File: src/rtl/usp_defines.svh
`ifndef USP_DEFINES_SVH
`define USP_DEFINES_SVH

// Register bit positions of the control inputs
`define USP_MCR_DTR_BIT       0
`define USP_MCR_RTS_BIT       1
`define USP_MCR_IRQ_EN_BIT    3
`define USP_IER_RTS_BIT       6
`define USP_IER_CTS_BIT       7
`define USP_EFR_AUTO_RTS_BIT  6
`define USP_EFR_AUTO_CTS_BIT  7
`define USP_XFR_HDX_EN_BIT    2
`define USP_XFR_HDX_INV_BIT   5

// Timing counts in sixteen-times baud ticks
`define USP_IR_PULSE_TICKS    4'h3
`define USP_IR_STRETCH_TICKS  5'h10
`define USP_BREAK_TICKS       160

// Reset levels of the pins
`define USP_TX_RST            1'h1
`define USP_RTS_N_RST         1'h1
`define USP_DTR_N_RST         1'h1

`endif

File: src/rtl/usp_pkg.sv
package usp_pkg;

	// Control register images handed in by the host side
	typedef struct packed {
		logic [7:0] enhanced_feature_reg;
		logic [7:0] modem_control_reg;
		logic [7:0] interrupt_enable_reg;
		logic [7:0] extended_feature_reg;
	} usp_ctrl_t;

	// Interrupt pin group: value and enable per line
	typedef struct packed {
		logic [2:0] level;
		logic [2:0] oe;
	} usp_irq_t;

	// Transmit gate states
	typedef enum logic [0:0] {
		USP_TX_IDLE,
		USP_TX_SEND
	} usp_tx_state_t;

endpackage

File: src/rtl/usp_serial_pins.sv
`timescale 1ns/1ps
`include "usp_defines.svh"
module usp_serial_pins
	import usp_pkg::*;
#(
	parameter int BREAK_TICKS = `USP_BREAK_TICKS
) (
	input  wire logic      clk,
	input  wire logic      rst_b,
	input  wire usp_ctrl_t ctrl,
	input  wire logic      ir_mode,
	input  wire logic      pc_mode,
	input  wire logic [1:0] irq_sel,
	input  wire logic [3:0] int_pending,
	input  wire logic      baud16_tick,
	input  wire logic      rclk_tick,
	input  wire logic      tx_char_req,
	input  wire logic      tx_char_end,
	input  wire logic      tx_bit,
	input  wire logic      tx_bit_start,
	input  wire logic      rx_above_trigger,
	input  wire logic      rx_pin,
	input  wire logic      cts_n,
	input  wire logic      line_fault_clr,
	output logic           tx_pin_ff,
	output logic           rx_data_ff,
	output logic           rx_clk_tick_ff,
	output logic           baud_clock_out_n_ff,
	output logic           tx_grant_ff,
	output logic           rts_n_ff,
	output logic           dtr_n_ff,
	output logic           line_fault_ff,
	output logic           flow_event_ff,
	output usp_irq_t       irq_pins_ff
);

	// Elaboration check: break threshold must fit the counter
	// A threshold below two ticks would flag a fault on a single glitch
	if (BREAK_TICKS < 2 || BREAK_TICKS > 65535) begin : g_bad_break
		$error("BREAK_TICKS out of range");
	end

	// Bit select helper, used for every single-bit control field
	function automatic logic fld(input logic [7:0] r, input int pos);
		fld = r[pos];
	endfunction

	// Decoded control bits
	wire auto_cts    = fld(ctrl.enhanced_feature_reg, `USP_EFR_AUTO_CTS_BIT);
	wire auto_rts    = fld(ctrl.enhanced_feature_reg, `USP_EFR_AUTO_RTS_BIT);
	wire sw_rts      = fld(ctrl.modem_control_reg, `USP_MCR_RTS_BIT);
	wire sw_dtr      = fld(ctrl.modem_control_reg, `USP_MCR_DTR_BIT);
	wire irq_en      = fld(ctrl.modem_control_reg, `USP_MCR_IRQ_EN_BIT);
	wire rts_evt_en  = fld(ctrl.interrupt_enable_reg, `USP_IER_RTS_BIT);
	wire cts_evt_en  = fld(ctrl.interrupt_enable_reg, `USP_IER_CTS_BIT);
	wire hdx_en      = fld(ctrl.extended_feature_reg, `USP_XFR_HDX_EN_BIT);
	wire hdx_inv     = fld(ctrl.extended_feature_reg, `USP_XFR_HDX_INV_BIT);

	// State
	usp_tx_state_t tx_state_ff;        // Transmit gate state
	usp_tx_state_t nxt_tx_state;       // Its next value
	logic          rts_armed_ff;       // Software has asserted RTS once
	logic [3:0]    ir_tx_cnt_ff;       // Infrared transmit pulse ticks left
	logic [4:0]    ir_rx_cnt_ff;       // Infrared receive stretch ticks left
	logic          rx_pin_d_ff;        // Previous receive level for edge
	logic [15:0]   busy_cnt_ff;        // Ticks receive sat off idle
	logic          cts_n_d_ff;         // Previous clear-to-send level

	// Transmit pin: plain data, or short high pulse per zero bit
	// A one bit sends no pulse in infrared mode, so the line idles low there
	// Normal mode passes the transmitter's bit through one clock late
	wire ir_pulse_start = tx_bit_start && !tx_bit;
	wire [3:0] nxt_ir_tx_cnt = ir_pulse_start ? `USP_IR_PULSE_TICKS :
		(baud16_tick && ir_tx_cnt_ff != 4'h0) ? ir_tx_cnt_ff - 4'h1 : ir_tx_cnt_ff;
	wire nxt_tx_pin = ir_mode ? (ir_tx_cnt_ff != 4'h0) : tx_bit;

	// Receive decode: infrared pulse becomes a zero held one bit time
	// Each rising edge restarts the stretch, so a pulse train merges into low bits
	// The edge register resets low, the infrared idle level, so reset makes no pulse
	wire rx_rise = rx_pin && !rx_pin_d_ff;
	wire [4:0] nxt_ir_rx_cnt = (ir_mode && rx_rise) ? `USP_IR_STRETCH_TICKS :
		(baud16_tick && ir_rx_cnt_ff != 5'h0) ? ir_rx_cnt_ff - 5'h1 : ir_rx_cnt_ff;
	wire nxt_rx_data = ir_mode ? !(rx_pin || ir_rx_cnt_ff != 5'h0) : rx_pin;

	// Line away from the idle level of the mode
	// Counter saturates instead of wrapping, so a stuck line flags only once unless BREAK_TICKS is 65535
	wire rx_off_idle = ir_mode ? rx_pin : !rx_pin;
	wire [15:0] nxt_busy_cnt = !rx_off_idle ? 16'h0000 :
		(baud16_tick && busy_cnt_ff != 16'hffff) ? busy_cnt_ff + 16'h0001 : busy_cnt_ff;
	wire fault_set = (busy_cnt_ff == 16'(BREAK_TICKS)) && baud16_tick;
	// Set wins over clear so no fault is lost
	wire nxt_line_fault = fault_set || (line_fault_ff && !line_fault_clr);

	// Receiver clock source: internal in PC mode
	// In PC mode the receiver needs no strap from the baud output
	wire nxt_rx_clk_tick = pc_mode ? baud16_tick : rclk_tick;

	// Transmit gate: stop only between characters
	// Trades up to one frame of extra transmit after a hold-off for clean frames
	wire cts_ok = !auto_cts || !cts_n;
	always_comb begin
		nxt_tx_state = tx_state_ff;
		case (tx_state_ff)
			USP_TX_IDLE: begin
				// Start a character only while clear-to-send allows
				if (tx_char_req && cts_ok) begin
					nxt_tx_state = USP_TX_SEND;
				end
			end
			USP_TX_SEND: begin
				// Ignore clear-to-send until the frame is out
				if (tx_char_end) begin
					nxt_tx_state = USP_TX_IDLE;
				end
			end
			default: begin
				nxt_tx_state = USP_TX_IDLE;
			end
		endcase
	end
	wire nxt_tx_grant = (nxt_tx_state == USP_TX_SEND);

	// Request-to-send selection
	// Arm bit remembers the first software assert since reset
	wire nxt_rts_armed = rts_armed_ff || sw_rts;
	wire auto_rts_on = auto_rts && sw_rts && rts_armed_ff;
	// Half-duplex wins over flow control: direction must follow the transmitter
	wire hdx_level = hdx_inv ? !tx_grant_ff : tx_grant_ff;
	wire nxt_rts_n = hdx_en ? !hdx_level :
		auto_rts_on ? rx_above_trigger :
		!sw_rts;

	// Flow line change events for the interrupt logic
	// One-cycle pulse per change; the host side latches it as a status event
	wire nxt_flow_event = (rts_evt_en && (nxt_rts_n != rts_n_ff)) ||
		(cts_evt_en && auto_cts && (cts_n != cts_n_d_ff));

	// Interrupt line: driven only when enabled and sources enabled
	// With no source enabled the line floats even when the modem bit is set
	// A select of three picks no line, so all three float
	wire irq_drive = irq_en && (ctrl.interrupt_enable_reg[3:0] != 4'h0);
	wire irq_level = |(int_pending & ctrl.interrupt_enable_reg[3:0]);
	usp_irq_t nxt_irq;
	genvar gi;
	for (gi = 0; gi < 3; gi++) begin : g_irq
		// Only the selected line leaves high impedance
		assign nxt_irq.oe[gi]    = irq_drive && (irq_sel == 2'(gi));
		assign nxt_irq.level[gi] = irq_level && (irq_sel == 2'(gi));
	end

	// Pin and flow state registers; reset holds transmit high
	always_ff @(posedge clk or negedge rst_b) begin
		if (!rst_b) begin
			// Constants only in the reset branch
			tx_pin_ff    <= `USP_TX_RST;
			rts_n_ff     <= `USP_RTS_N_RST;
			dtr_n_ff     <= `USP_DTR_N_RST;
			tx_state_ff  <= USP_TX_IDLE;
			tx_grant_ff  <= 1'h0;
			rts_armed_ff <= 1'h0;
			ir_tx_cnt_ff <= 4'h0;
		end else begin
			tx_pin_ff    <= nxt_tx_pin;
			rts_n_ff     <= nxt_rts_n;
			dtr_n_ff     <= !sw_dtr;
			tx_state_ff  <= nxt_tx_state;
			tx_grant_ff  <= nxt_tx_grant;
			rts_armed_ff <= nxt_rts_armed;
			ir_tx_cnt_ff <= nxt_ir_tx_cnt;
		end
	end

	// Receive side registers; input ignored while in reset
	always_ff @(posedge clk or negedge rst_b) begin
		if (!rst_b) begin
			// Receive input is not looked at here
			rx_data_ff     <= 1'h1;
			rx_pin_d_ff    <= 1'h0;
			ir_rx_cnt_ff   <= 5'h00;
			busy_cnt_ff    <= 16'h0000;
			line_fault_ff  <= 1'h0;
			rx_clk_tick_ff <= 1'h0;
		end else begin
			rx_data_ff     <= nxt_rx_data;
			rx_pin_d_ff    <= rx_pin;
			ir_rx_cnt_ff   <= nxt_ir_rx_cnt;
			busy_cnt_ff    <= nxt_busy_cnt;
			line_fault_ff  <= nxt_line_fault;
			rx_clk_tick_ff <= nxt_rx_clk_tick;
		end
	end

	// Interrupt pins, baud output and flow events
	always_ff @(posedge clk or negedge rst_b) begin
		if (!rst_b) begin
			// All interrupt lines float during reset
			irq_pins_ff         <= '0;
			baud_clock_out_n_ff <= 1'h1;
			flow_event_ff       <= 1'h0;
			cts_n_d_ff          <= 1'h1;
		end else begin
			irq_pins_ff         <= nxt_irq;
			baud_clock_out_n_ff <= !baud16_tick;
			flow_event_ff       <= nxt_flow_event;
			cts_n_d_ff          <= cts_n;
		end
	end

endmodule

File: config.mk
export PLATFORM = sky130hd
export DESIGN_NAME = usp_serial_pins
export DESIGN_NICKNAME = d
export VERILOG_FILES = /design/src/rtl/usp_pkg.sv /design/src/rtl/usp_serial_pins.sv
export VERILOG_INCLUDE_DIRS = /design/src /design/src/rtl
export SDC_FILE = /design/constraint.sdc
export NUM_CORES = 1
export LEC_CHECK = 0
export BUFFER_PORTS_ARGS = -buffer_cell sky130_fd_sc_hd__buf_2
export CORE_UTILIZATION = 30
export CTS_CLUSTER_SIZE = 8
export DETAILED_ROUTE_END_ITERATION = 8
export PLACE_DENSITY = 0.66
export SLEW_MARGIN = 10
export SYNTH_ARGS = -nofsm -noshare
export SYNTH_HDL_FRONTEND = slang
export SYNTH_SLANG_ARGS = --single-unit
File: constraint.sdc
create_clock -name clk -period 1.7 [get_ports clk]
set_input_delay 0.255 -clock clk [delete_from_list [all_inputs] [get_ports clk]]
set_output_delay 0.255 -clock clk [all_outputs]
set_load 0.01 [all_outputs]
Word level (Yosys, flattened, before mapping) --
Index checks and enable logic that the tools add are counted.
Storage, ports and cells: register bits after elaboration 43, bits of input ports 52, word-level logic and storage cells 90
Cells by class: add/subtract/negate cells 3, equal/unequal tests 7, mux-type cells 16, bitwise operators 2, reductions and logical operators 45
Operators by type and width (count):
- two-way mux 16 bit | 2
- logical AND 1 bit | 21
- adder 16 x 1 -> 16 bit, second input constant | 1
- equality test 16 x 8 -> 1 bit, second input constant | 1
- != test 16 bit, second input constant | 1
- logical NOT 1 bit | 12
- two-way mux 5 bit | 2
- two-way mux 1 bit | 9
- two-way mux 4 bit | 2
- nonzero test 4 bit | 2
- logical OR 1 bit | 5
- nonzero test 5 bit | 1
- subtractor 5 x 1 -> 5 bit, second input constant | 1
- AND 4 bit | 1
- nonzero test 2 bit | 2
- OR reduction 4 bit | 1
- subtractor 4 x 1 -> 4 bit, second input constant | 1
- equality test 2 x 1 -> 1 bit, second input constant | 1
- equality test 2 bit, second input constant | 1
- logical NOT 2 bit | 1
- != test 1 bit | 2
- != test 2 x 1 -> 1 bit, second input constant | 1
- case mux 1 bit (2 select lines) | 1
- NOT 1 bit | 1

Longest topological paths before layout --
Gate-level depths: netlist (run 1).
depth in word-level cells 7, mapped depth 7

Worst setup path before layout (run 1) --
No wires, ideal clock.
path kind register -> register, start reg ir_rx_cnt_ff[0], end reg ir_rx_cnt_ff[3], data arrival time 1.607 ns, setup slack -0.035 ns, cell stages (with the launch flop) 8, path buffers 1, clock period less this slack 1.735 ns, cells stage by stage dfrtp_1 > inv_1 > ha_1 > or4b_2 > clkbuf_1 > nand3_1 > xor2_1 > nor2_1
Between the ends: word-level cells in the longest chain between the ends 3, elaborated cells between the ends (all ways) 6, classes of those cells 1 x add/sub; 2 x mux; 3 x reduce/logical
RTL lines:
- start, declared | line usp_serial_pins.sv:64 | logic [4:0] ir_rx_cnt_ff;
- start signal, assigned | line usp_serial_pins.sv:186 | ir_rx_cnt_ff <= nxt_ir_rx_cnt;
- subtractor 5 x 1 -> 5 bit or nonzero test 5 bit (tied branches) | line usp_serial_pins.sv:82 | (baud16_tick && ir_rx_cnt_ff != 5'h0) ? ir_rx_cnt_ff - 5'h1 : ir_rx_cnt_ff;
- two-way mux 5 bit or logical AND 1 bit (tied branches) | line usp_serial_pins.sv:82
- two-way mux 5 bit or nonzero test 2 bit (tied branches)
Parallel ways exist; a longest one is shown, timed or not. The select of a mux whose other input is x is not followed. A chain may end at the register's enable or synchronous reset.

Worst setup path in the final report (run 1) --
start reg busy_cnt_ff[1], end reg busy_cnt_ff[15]
Between the ends: word-level cells in the longest chain between the ends 3, elaborated cells between the ends (all ways) 6, classes of those cells 1 x add/sub; 2 x eq/ne; 2 x mux; 1 x reduce/logical
RTL lines:
- start, declared | line usp_serial_pins.sv:66 | logic [15:0] busy_cnt_ff;
- start signal, assigned | line usp_serial_pins.sv:187 | busy_cnt_ff <= nxt_busy_cnt;
- adder 16 x 1 -> 16 bit or != test 16 bit (tied branches) | line usp_serial_pins.sv:89 | (baud16_tick && busy_cnt_ff != 16'hffff) ? busy_cnt_ff + 16'h0001 : busy_cnt_ff;
- two-way mux 16 bit or logical AND 1 bit (tied branches) | line usp_serial_pins.sv:89
- two-way mux 16 bit or != test 2 x 1 -> 1 bit (tied branches)
Parallel ways exist; a longest one is shown, timed or not. The select of a mux whose other input is x is not followed.

==> impl_metrics.yaml, run 1 <==
critical_path:
  critPathMaxFanout: 6
  critical_path.startpoint_type: "flop"
  crit_required_ns: 1.92
  slowest_delay_ns: 0.56
  worstSetupPathType: "flop to flop"
  cpMaxStageDelayCell: "or4_4"
  arrival_ns: 1.96
  end_kind: "flop"
  worstPathCellList: "nand4_1, or4_4, or4_1, a21oi_1"
detailed_routing:
  vias: 1900
  highest_layer: "met4"
  drt_iter0_markers: 56
  drc_errors: 0
  routedWlPerCell_um: 12.7
  ant_nets: 0
  vias_per_cell: 4.92
  dr.pass1.iters: 4
  wl_met1_um: 2260
  route.met3.wl_um: 216
  wl_met2_um: 2420
  postRouteWirelength_um: 4920
timing:
  setup_tns_ns: -0.0915
  whs_ns: 0.0270
  fin_worst_skew_ns: 0.00483
  setup_viol: 4
  hold_viol: 0
  finalWorstSetupSlack_ns: -0.0404
  relSlewSlack: 0.639
  final_max_slew_viol_count: 0
  fmax_mhz: 575
  worst_pin_slew_ns: 0.542
  rsz0062_at_grt: "true"
  min_period_ns: 1.74
  fin_crit_sh: 1.02
yosys:
  ys_seq_area_frac: 0.514
  mappedNetlistArea_um2: 2110
  postSynthAreaPerCell_um2: 10.1
  synth_nets: 265
  async_reset_ff_frac: 1.00
  synth_area_leaders: "dfrtp_1, dfstp_2, nand2_1, a21oi_1, nand3_1"
  ys.warnings.count: 0
  syn-instance-count: 209
  synth_top_area_frac: 0.439
  yosys.area.top_type: "dfrtp_1"
  ys_seq_elements: 43
  synthDistinctLibCells: 47
  ys.flop_type: "dfrtp_1"
  synth_edf_count: 0
global_route:
  grt_max_degree: 44
  grt_pass1_wl_um: 8240
  antenna_found_initial: 0
  grt_usage: 0.137
  grt_overflow_total: 0
  grt_pass1_vias: 1847
clock_network:
  ctsHoldBuffers: 0
  cts_sinks: 43
  cts_tree: "done"
  cts.htree.levels: 2
  clk_pin_slew_ns: 0.08
  clock_latency_ns: 0.29
  cts_buffers: 5
  clock_tree.buffer_depth: 2
  cts_root_buffer: "clkbuf_8"
place:
  dp_hpwl_um: 3430
  gp_congestion: 0.841
  dpl_cell_area_um2: 2650
  portBuffers: 47
status:
  violations: "setup timing"
  status: "complete, but fails checks"
pwr:
  leakagePower_uw: 0.00132
  comb_power_share: 0.245
  switching_power_uw: 740
  clkPwrFrac: 0.269
  p_total_uw: 2550
  pwr-share-seq: 0.485
  intPower_uw: 1810
  irDropWorstVdd_mv: 0.652
  powerDensity_nw_per_um2: 891
  swShare: 0.290
flow_run:
  maxCapViolations: 0
cells_and_area:
  num_antenna_cells: 0
  layout_common_cells: "buf_2, dfrtp_1, buf_4, nand2_1"
  layout-drive-gt1-share: 0.410
  layout_commonest_cell: "buf_2"
  area_delta_synth_final_pct: 35.8
  finalInstanceArea_um2: 2860
  finalNetCount: 345
die:
  initial_core_util: 0.310
  fp-row-count: 30
  die_area_um2: 7370
  io_pins: 67
  die_h_um: 85.9
  die_x_um: 85.9
  design.core.area_um2: 6790
min_path:
  hp-class: "primary input to async pin"
==> worst max-delay path: cells and delay by family, from the launching register on <==
family           cells  cell delay (ns)
AND/OR/NAND/NOR      3             1.12
flip-flops           1             0.39
AO/OA/AOI/OAI        1             0.16
==> path summary, 6_finish.rpt <==
kind,cells past startpoint,endpoint,from,slack [ns]
worst max-delay path,4,busy_cnt_ff[15],busy_cnt_ff[1],-0.04
worst min-delay path,2,busy_cnt_ff[3],rst_b,0.03
worst max register to register,4,busy_cnt_ff[15],busy_cnt_ff[1],-0.04
worst min register to register,1,rts_armed_ff,rts_armed_ff,0.48
max in group asynchronous,2,dtr_n_ff,rst_b,1.29
min in group clk,1,cts_n_d_ff,cts_n,0.08
==> area by class of cell <==
| cell class | instances | area (um^2) |
|---|---|---|
| Clock buffer | 7 | 86.3 |
| Clock inverter | 1 | 8.76 |
| Fill cell | 664 | 3930 |
| Inverter | 13 | 48.8 |
| Multi-Input combinational cell | 148 | 1050 |
| Sequential cell | 43 | 1080 |
| Tap cell | 96 | 120 |
| Timing Repair Buffer | 78 | 465 |
==> registers in the layout, indices dropped and copies added (netlist names), 4 cells and up <==
register and count:
ir_tx_cnt_ff 4, irq_pins_ff 6, busy_cnt_ff 16, ir_rx_cnt_ff 5
==> cells by family (layout without fill, tap and decap cells) <==
| family | count (synthesis) | count (layout) | synth area share |
|---|---|---|---|
| adders and majority gates | 4 | 4 | 0.0237 |
| AOI/OAI and AO/OA | 45 | 45 | 0.148 |
| and+or+nand+nor | 86 | 86 | 0.224 |
| xor gates and xnor gates | 9 | 9 | 0.0374 |
| muxes | 4 | 4 | 0.0202 |
| buffers and inverters | 18 | 99 | 0.0332 |
| DFF | 43 | 43 | 0.514 |
==> timing repair <==
action                     CTS  global route
setup buffers                2             2
cloned                       0             1
gates resized for setup      1            23
pin swaps                    4            15
setup endpoints to repair    8            14
==> power groups by stage <==
stage	clock network (uW)	registers (uW)	logic (uW)
6_report	688	1240	626
2_1_floorplan	0	1270	341
3_3_place_gp	0	1260	577
3_5_place_dp	0	1260	600
4_1_cts	711	1240	617
5_1_grt	741	1260	713
==> synth_stat cells, drive strengths merged (4+ instances only) <==
master and number:
nand4 5, o21ai 6, nor3 6, inv 13, nand2 20, or4 8
a21oi 12, dfstp 6, xor2 5, nor2 13, ha 4, o31ai 5
o41ai 4, xnor2 4, nand3 12, dfrtp 37, nand2b 8
==> through the flow <==
stage                     setup WS, ns  std cells   util
final                          -0.0404        386  0.422
after global routing            -0.116        386  0.422
after CTS                      -0.0339        384  0.407
after detailed placement       -0.0654        374  0.390
after global placement         -0.0438        374  0.390
after floorplan                -0.0154        209      -
==> layer usage <==
layer / global-route usage / up-vias
li1: - / 929
met1: 0.179 / 921
met2: 0.233 / 44
met3: 0.0337 / 6
met4: 0.0242 / 0
met5: 0 / -
Note: power is estimated with default switching activity, not from simulation.
==> run 2, diff against run 1 <==
CORE_UTILIZATION = 45   (was 30)
PLACE_DENSITY = 0.87   (was 0.66)
==> impl_metrics.yaml, run 2 (synthesis results as in run 1) <==
status:
  status: "complete, but fails checks"
  violations: "setup timing"
clock_network:
  cts_buffers: 5
  clk_pin_slew_ns: 0.08
  clock_tree.buffer_depth: 2
  cts_sinks: 43
  cts_tree: "done"
  clock_latency_ns: 0.29
  cts.htree.levels: 2
  cts_root_buffer: "clkbuf_8"
timing:
  setup_viol: 6
  worst_pin_slew_ns: 0.533
  fmax_mhz: 570
  min_period_ns: 1.75
  rsz0062_at_grt: "true"
  whs_ns: 0.0623
  final_max_slew_viol_count: 0
  fin_worst_skew_ns: 0.00549
  relSlewSlack: 0.640
  fin_crit_sh: 1.03
  hold_viol: 0
  finalWorstSetupSlack_ns: -0.0543
global_route:
  grt_pass1_wl_um: 8450
  grt_overflow_total: 0
  antenna_found_initial: 0
  grt_max_degree: 26
  grt_pass1_vias: 1903
  grt_usage: 0.216
critical_path:
  critical_path.startpoint_type: "flop"
  end_kind: "flop"
  crit_required_ns: 1.93
  slowest_delay_ns: 0.56
  worstPathCellList: "nand4_1, or4_4, or4_4, a21oi_2"
  cp_common_cell: "or4_4"
  cpMaxStageDelayCell: "or4_4"
  reg2reg_depth: 4
  critPathMaxFanout: 5
  worstSetupPathType: "flop to flop"
  arrival_ns: 1.98
detailed_routing:
  ant_nets: 0
  routedWlPerCell_um: 14.9
  drc_errors: 0
  vias_per_cell: 5.64
  dr.pass1.iters: 4
  drt_iter0_markers: 129
  vias: 1924
  postRouteWirelength_um: 5080
die:
  die_x_um: 70.5
  io_pins: 67
  die_area_um2: 4970
  die_h_um: 70.5
  design.core.area_um2: 4440
  fp-row-count: 24
  initial_core_util: 0.475
place:
  dp_hpwl_um: 3700
  portBuffers: 47
  gp_congestion: 0.927
  dp_slack_ns: -0.0737
cells_and_area:
  layout_commonest_cell: "buf_2"
  reg_top3: "busy_cnt_ff (16), irq_pins_ff (6), ir_rx_cnt_ff (5)"
  fillers: 342
  largest_register: "busy_cnt_ff"
  num_antenna_cells: 0
  seqCellArea_um2: 1080
  final_util: 0.650
  layout-drive-gt1-share: 0.415
  finalNetCount: 344
  largest_reg_flops: 16
  multi_input_area_um2: 1070
  area_delta_synth_final_pct: 37.0
  layout_common_cells: "buf_2, dfrtp_1, buf_4, nand2_1"
pwr:
  irDropWorstVdd_mv: 0.808
  powerDensity_nw_per_um2: 975
  leakagePower_uw: 0.00135
min_path:
  hp-class: "primary input to flop"
  hold_depth: 2
flow_run:
  maxCapViolations: 0
run 2: cell count changes in the layout (fill, tap and decap cells not counted), sizes merged:
cell / previous run / this run
buf: 78 / 76
bufinv: 0 / 2
clkbuf: 7 / 5
clkinv: 1 / 0
clkinvlp: 0 / 1
dlygate4sd3: 0 / 1
run 2: worst paths after layout:
kind                                      from               to  slack [ns]
worst max-delay path            busy_cnt_ff[1]  busy_cnt_ff[13]       -0.05
worst min-delay path                  ctrl[16]         dtr_n_ff        0.06
worst max register to register  busy_cnt_ff[1]  busy_cnt_ff[13]       -0.05
worst min register to register    rts_armed_ff     rts_armed_ff        0.48
max in group asynchronous                rst_b        tx_pin_ff        0.71
min in group asynchronous                rst_b  busy_cnt_ff[14]        0.43
run 2: where the power goes:
part | leakage, uW | internal (uW) | switching [uW]
registers | 0.000543 | 1160 | 83.4
clock network | 0.0000644 | 586 | 354
logic | 0.000743 | 317 | 314
run 2: layer usage:
layer / vias up / track usage / wire [um] / share of wire
met5: - / 0 / 0 / 0
met4: 0 / 0.0522 / 28 / 0.0055
met3: 4 / 0.0577 / 240 / 0.047
met2: 50 / 0.385 / 2660 / 0.52
met1: 944 / 0.259 / 2150 / 0.42
li1: 926 / - / - / -
run 2: through the flow:
stage               std cells  setup TNS [ns]  cell area (um^2)  power, uW
floorplan                 209         -0.0391              2130       1610
global placement          331          -0.124              2620       1830
detailed placement        331          -0.307              2620       1870
CTS                       340          -0.109              2830       2820
global route              341          -0.676              2890       2970
finish                    341          -0.173              2890       2820
run 2: cell type report:
class                           instances  area share
Clock buffer                            5      0.0238
Clock inverter                          3      0.0234
Inverter                               13      0.0169
Multi-Input combinational cell        148       0.371
Sequential cell                        43       0.375
Tap cell                               52      0.0225
Timing Repair Buffer                   77       0.167
run 2: worst max-delay path, delay by kind of cell (launching register included):
family / cells / cell delay (ns)
flops: 1 / 0.43
simple gates: 3 / 1.14
compound gates: 1 / 0.13
run 2: repair_timing:
action	in CTS	in global routing
pin swaps	8	14
resized for setup	13	17
setup buffers	1	1
hold buffers	1	0
hold endpoints to repair	14	0
endpoints found under the setup margin	14	18
gates cloned	0	0
==> run 3, diff against run 2 <==
PLACE_DENSITY = 0.75   (was 0.87)
==> impl_metrics.yaml, run 3 (synthesis results as in run 1) <==
detailed_routing:
  highest_layer: "met4"
  dr.pass1.iters: 4
  postRouteWirelength_um: 5130
  wl_met1_um: 2280
  vias_per_cell: 5.57
  vias: 1948
  route.met3.wl_um: 191
  wl_met2_um: 2590
  routedWlPerCell_um: 14.7
  drc_errors: 0
  ant_nets: 0
  drt_iter0_markers: 95
timing:
  fin_crit_sh: 1.05
  final_max_slew_viol_count: 0
  fin_worst_skew_ns: 0.0112
  min_period_ns: 1.78
  hold_viol: 0
  finalWorstSetupSlack_ns: -0.0791
  rsz0062_at_grt: "true"
  relSlewSlack: 0.625
  whs_ns: 0.0543
  setup_tns_ns: -0.222
  setup_viol: 5
  fmax_mhz: 562
  worst_pin_slew_ns: 0.555
clock_network:
  cts_sinks: 43
  clock_latency_ns: 0.30
  cts_tree: "done"
  clk_pin_slew_ns: 0.08
  clock_tree.buffer_depth: 2
  cts_root_buffer: "clkbuf_8"
  cts.htree.levels: 2
  cts_buffers: 5
cells_and_area:
  largest_reg_flops: 16
  multi_input_area_um2: 1070
  finalNetCount: 353
  fillers: 361
  area_delta_synth_final_pct: 37.8
  layout-drive-gt1-share: 0.443
  seqCellArea_um2: 1080
  num_antenna_cells: 0
  layout_common_cells: "buf_2, dfrtp_1, buf_4, nand2_1"
  finalInstanceArea_um2: 2910
  reg_top3: "busy_cnt_ff (16), irq_pins_ff (6), ir_rx_cnt_ff (5)"
  layout_commonest_cell: "buf_2"
  largest_register: "busy_cnt_ff"
  final_util: 0.654
die:
  fp-row-count: 24
  io_pins: 67
  die_h_um: 70.5
  design.core.area_um2: 4440
  initial_core_util: 0.475
  die_x_um: 70.5
  die_area_um2: 4970
global_route:
  antenna_found_initial: 0
  grt_usage: 0.222
  grt_pass1_wl_um: 8630
  grt_pass1_vias: 1952
  grt_max_degree: 28
  grt_overflow_total: 0
min_path:
  hold_depth: 2
  hold_path.startpoint: "ctrl[16]"
  min_to: "dtr_n_ff"
  hp-class: "primary input to flop"
pwr:
  leakagePower_uw: 0.00135
  switching_power_uw: 760
  comb_power_share: 0.253
  intPower_uw: 1780
  swShare: 0.300
  powerDensity_nw_per_um2: 872
  clkPwrFrac: 0.256
  pwr-share-seq: 0.491
  irDropWorstVdd_mv: 0.624
critical_path:
  critPathMaxFanout: 5
  critical_path.startpoint_type: "flop"
  end_kind: "flop"
  reg2reg_depth: 4
  arrival_ns: 1.95
  timing.rr.start: "busy_cnt_ff[1]"
  worstSetupPathType: "flop to flop"
  reg2reg_slack_ns: -0.08
  rr_endpoint: "busy_cnt_ff[11]"
  crit_required_ns: 1.87
status:
  status: "complete, but fails checks"
  violations: "setup timing"
flow_run:
  maxCapViolations: 0
place:
  dp_hpwl_um: 3690
  portBuffers: 47
  dpl_cell_area_um2: 2630
  gp_congestion: 0.816
  dp_slack_ns: -0.0778
-- run 3: how the worst max path moves through the flow --
stage | endpoint | start | slack [ns]
2_1_floorplan | ir_rx_cnt_ff[3] | ir_rx_cnt_ff[0] | -0.02
3_5_place_dp | busy_cnt_ff[13] | busy_cnt_ff[0] | -0.08
4_1_cts | busy_cnt_ff[13] | busy_cnt_ff[0] | -0.06
3_3_place_gp | busy_cnt_ff[4] | busy_cnt_ff[1] | -0.03
6_report | busy_cnt_ff[11] | busy_cnt_ff[1] | -0.08
5_1_grt | busy_cnt_ff[11] | busy_cnt_ff[1] | -0.11
-- run 3: final cells by class --
cell class	instances	share of cell area
multi-input cells	148	0.367
flip-flops and latches	43	0.373
repair buffers	86	0.192
inverters	13	0.0168
clock buffers	6	0.0250
well taps	52	0.0224
clock inverters	2	0.00430
-- run 3: metrics by stage --
stage               std cells  total power [uW]
global route              350              2690
CTS                       346              2530
global placement          333              1840
floorplan                 209              1610
finish                    350              2540
detailed placement        333              1880
-- run 3: repair_timing --
| action | CTS | global route |
|---|---|---|
| endpoints found under the hold margin | 14 | 0 |
| setup endpoints to repair | 14 | 16 |
| resized for setup | 5 | 30 |
| pin swaps | 3 | 18 |
| buffers inserted | 4 | 5 |
| hold buffers | 1 | 0 |
| cloned | 0 | 0 |
-- run 3: metal layers --
layer,vias to the layer above,global-route usage
met5,-,0
met4,0,0.0544
met3,8,0.0519
met2,46,0.384
met1,946,0.280
li1,948,-
-- run 3: power by group through the flow --
stage	Sequential (uW)	Clock [uW]	Combinational [uW]
detailed placement	1260	0	621
floorplan	1270	0	341
global placement	1250	0	585
finish	1250	649	641
global route	1260	698	726
CTS	1240	656	634
-- run 3: worst max-delay path, stage by stage (launching register included) --
cell and delay, ns:
dfrtp_1 0.39, nand4_1 0.15, or4_4 0.61, o311ai_1 0.38, o41ai_2 0.13
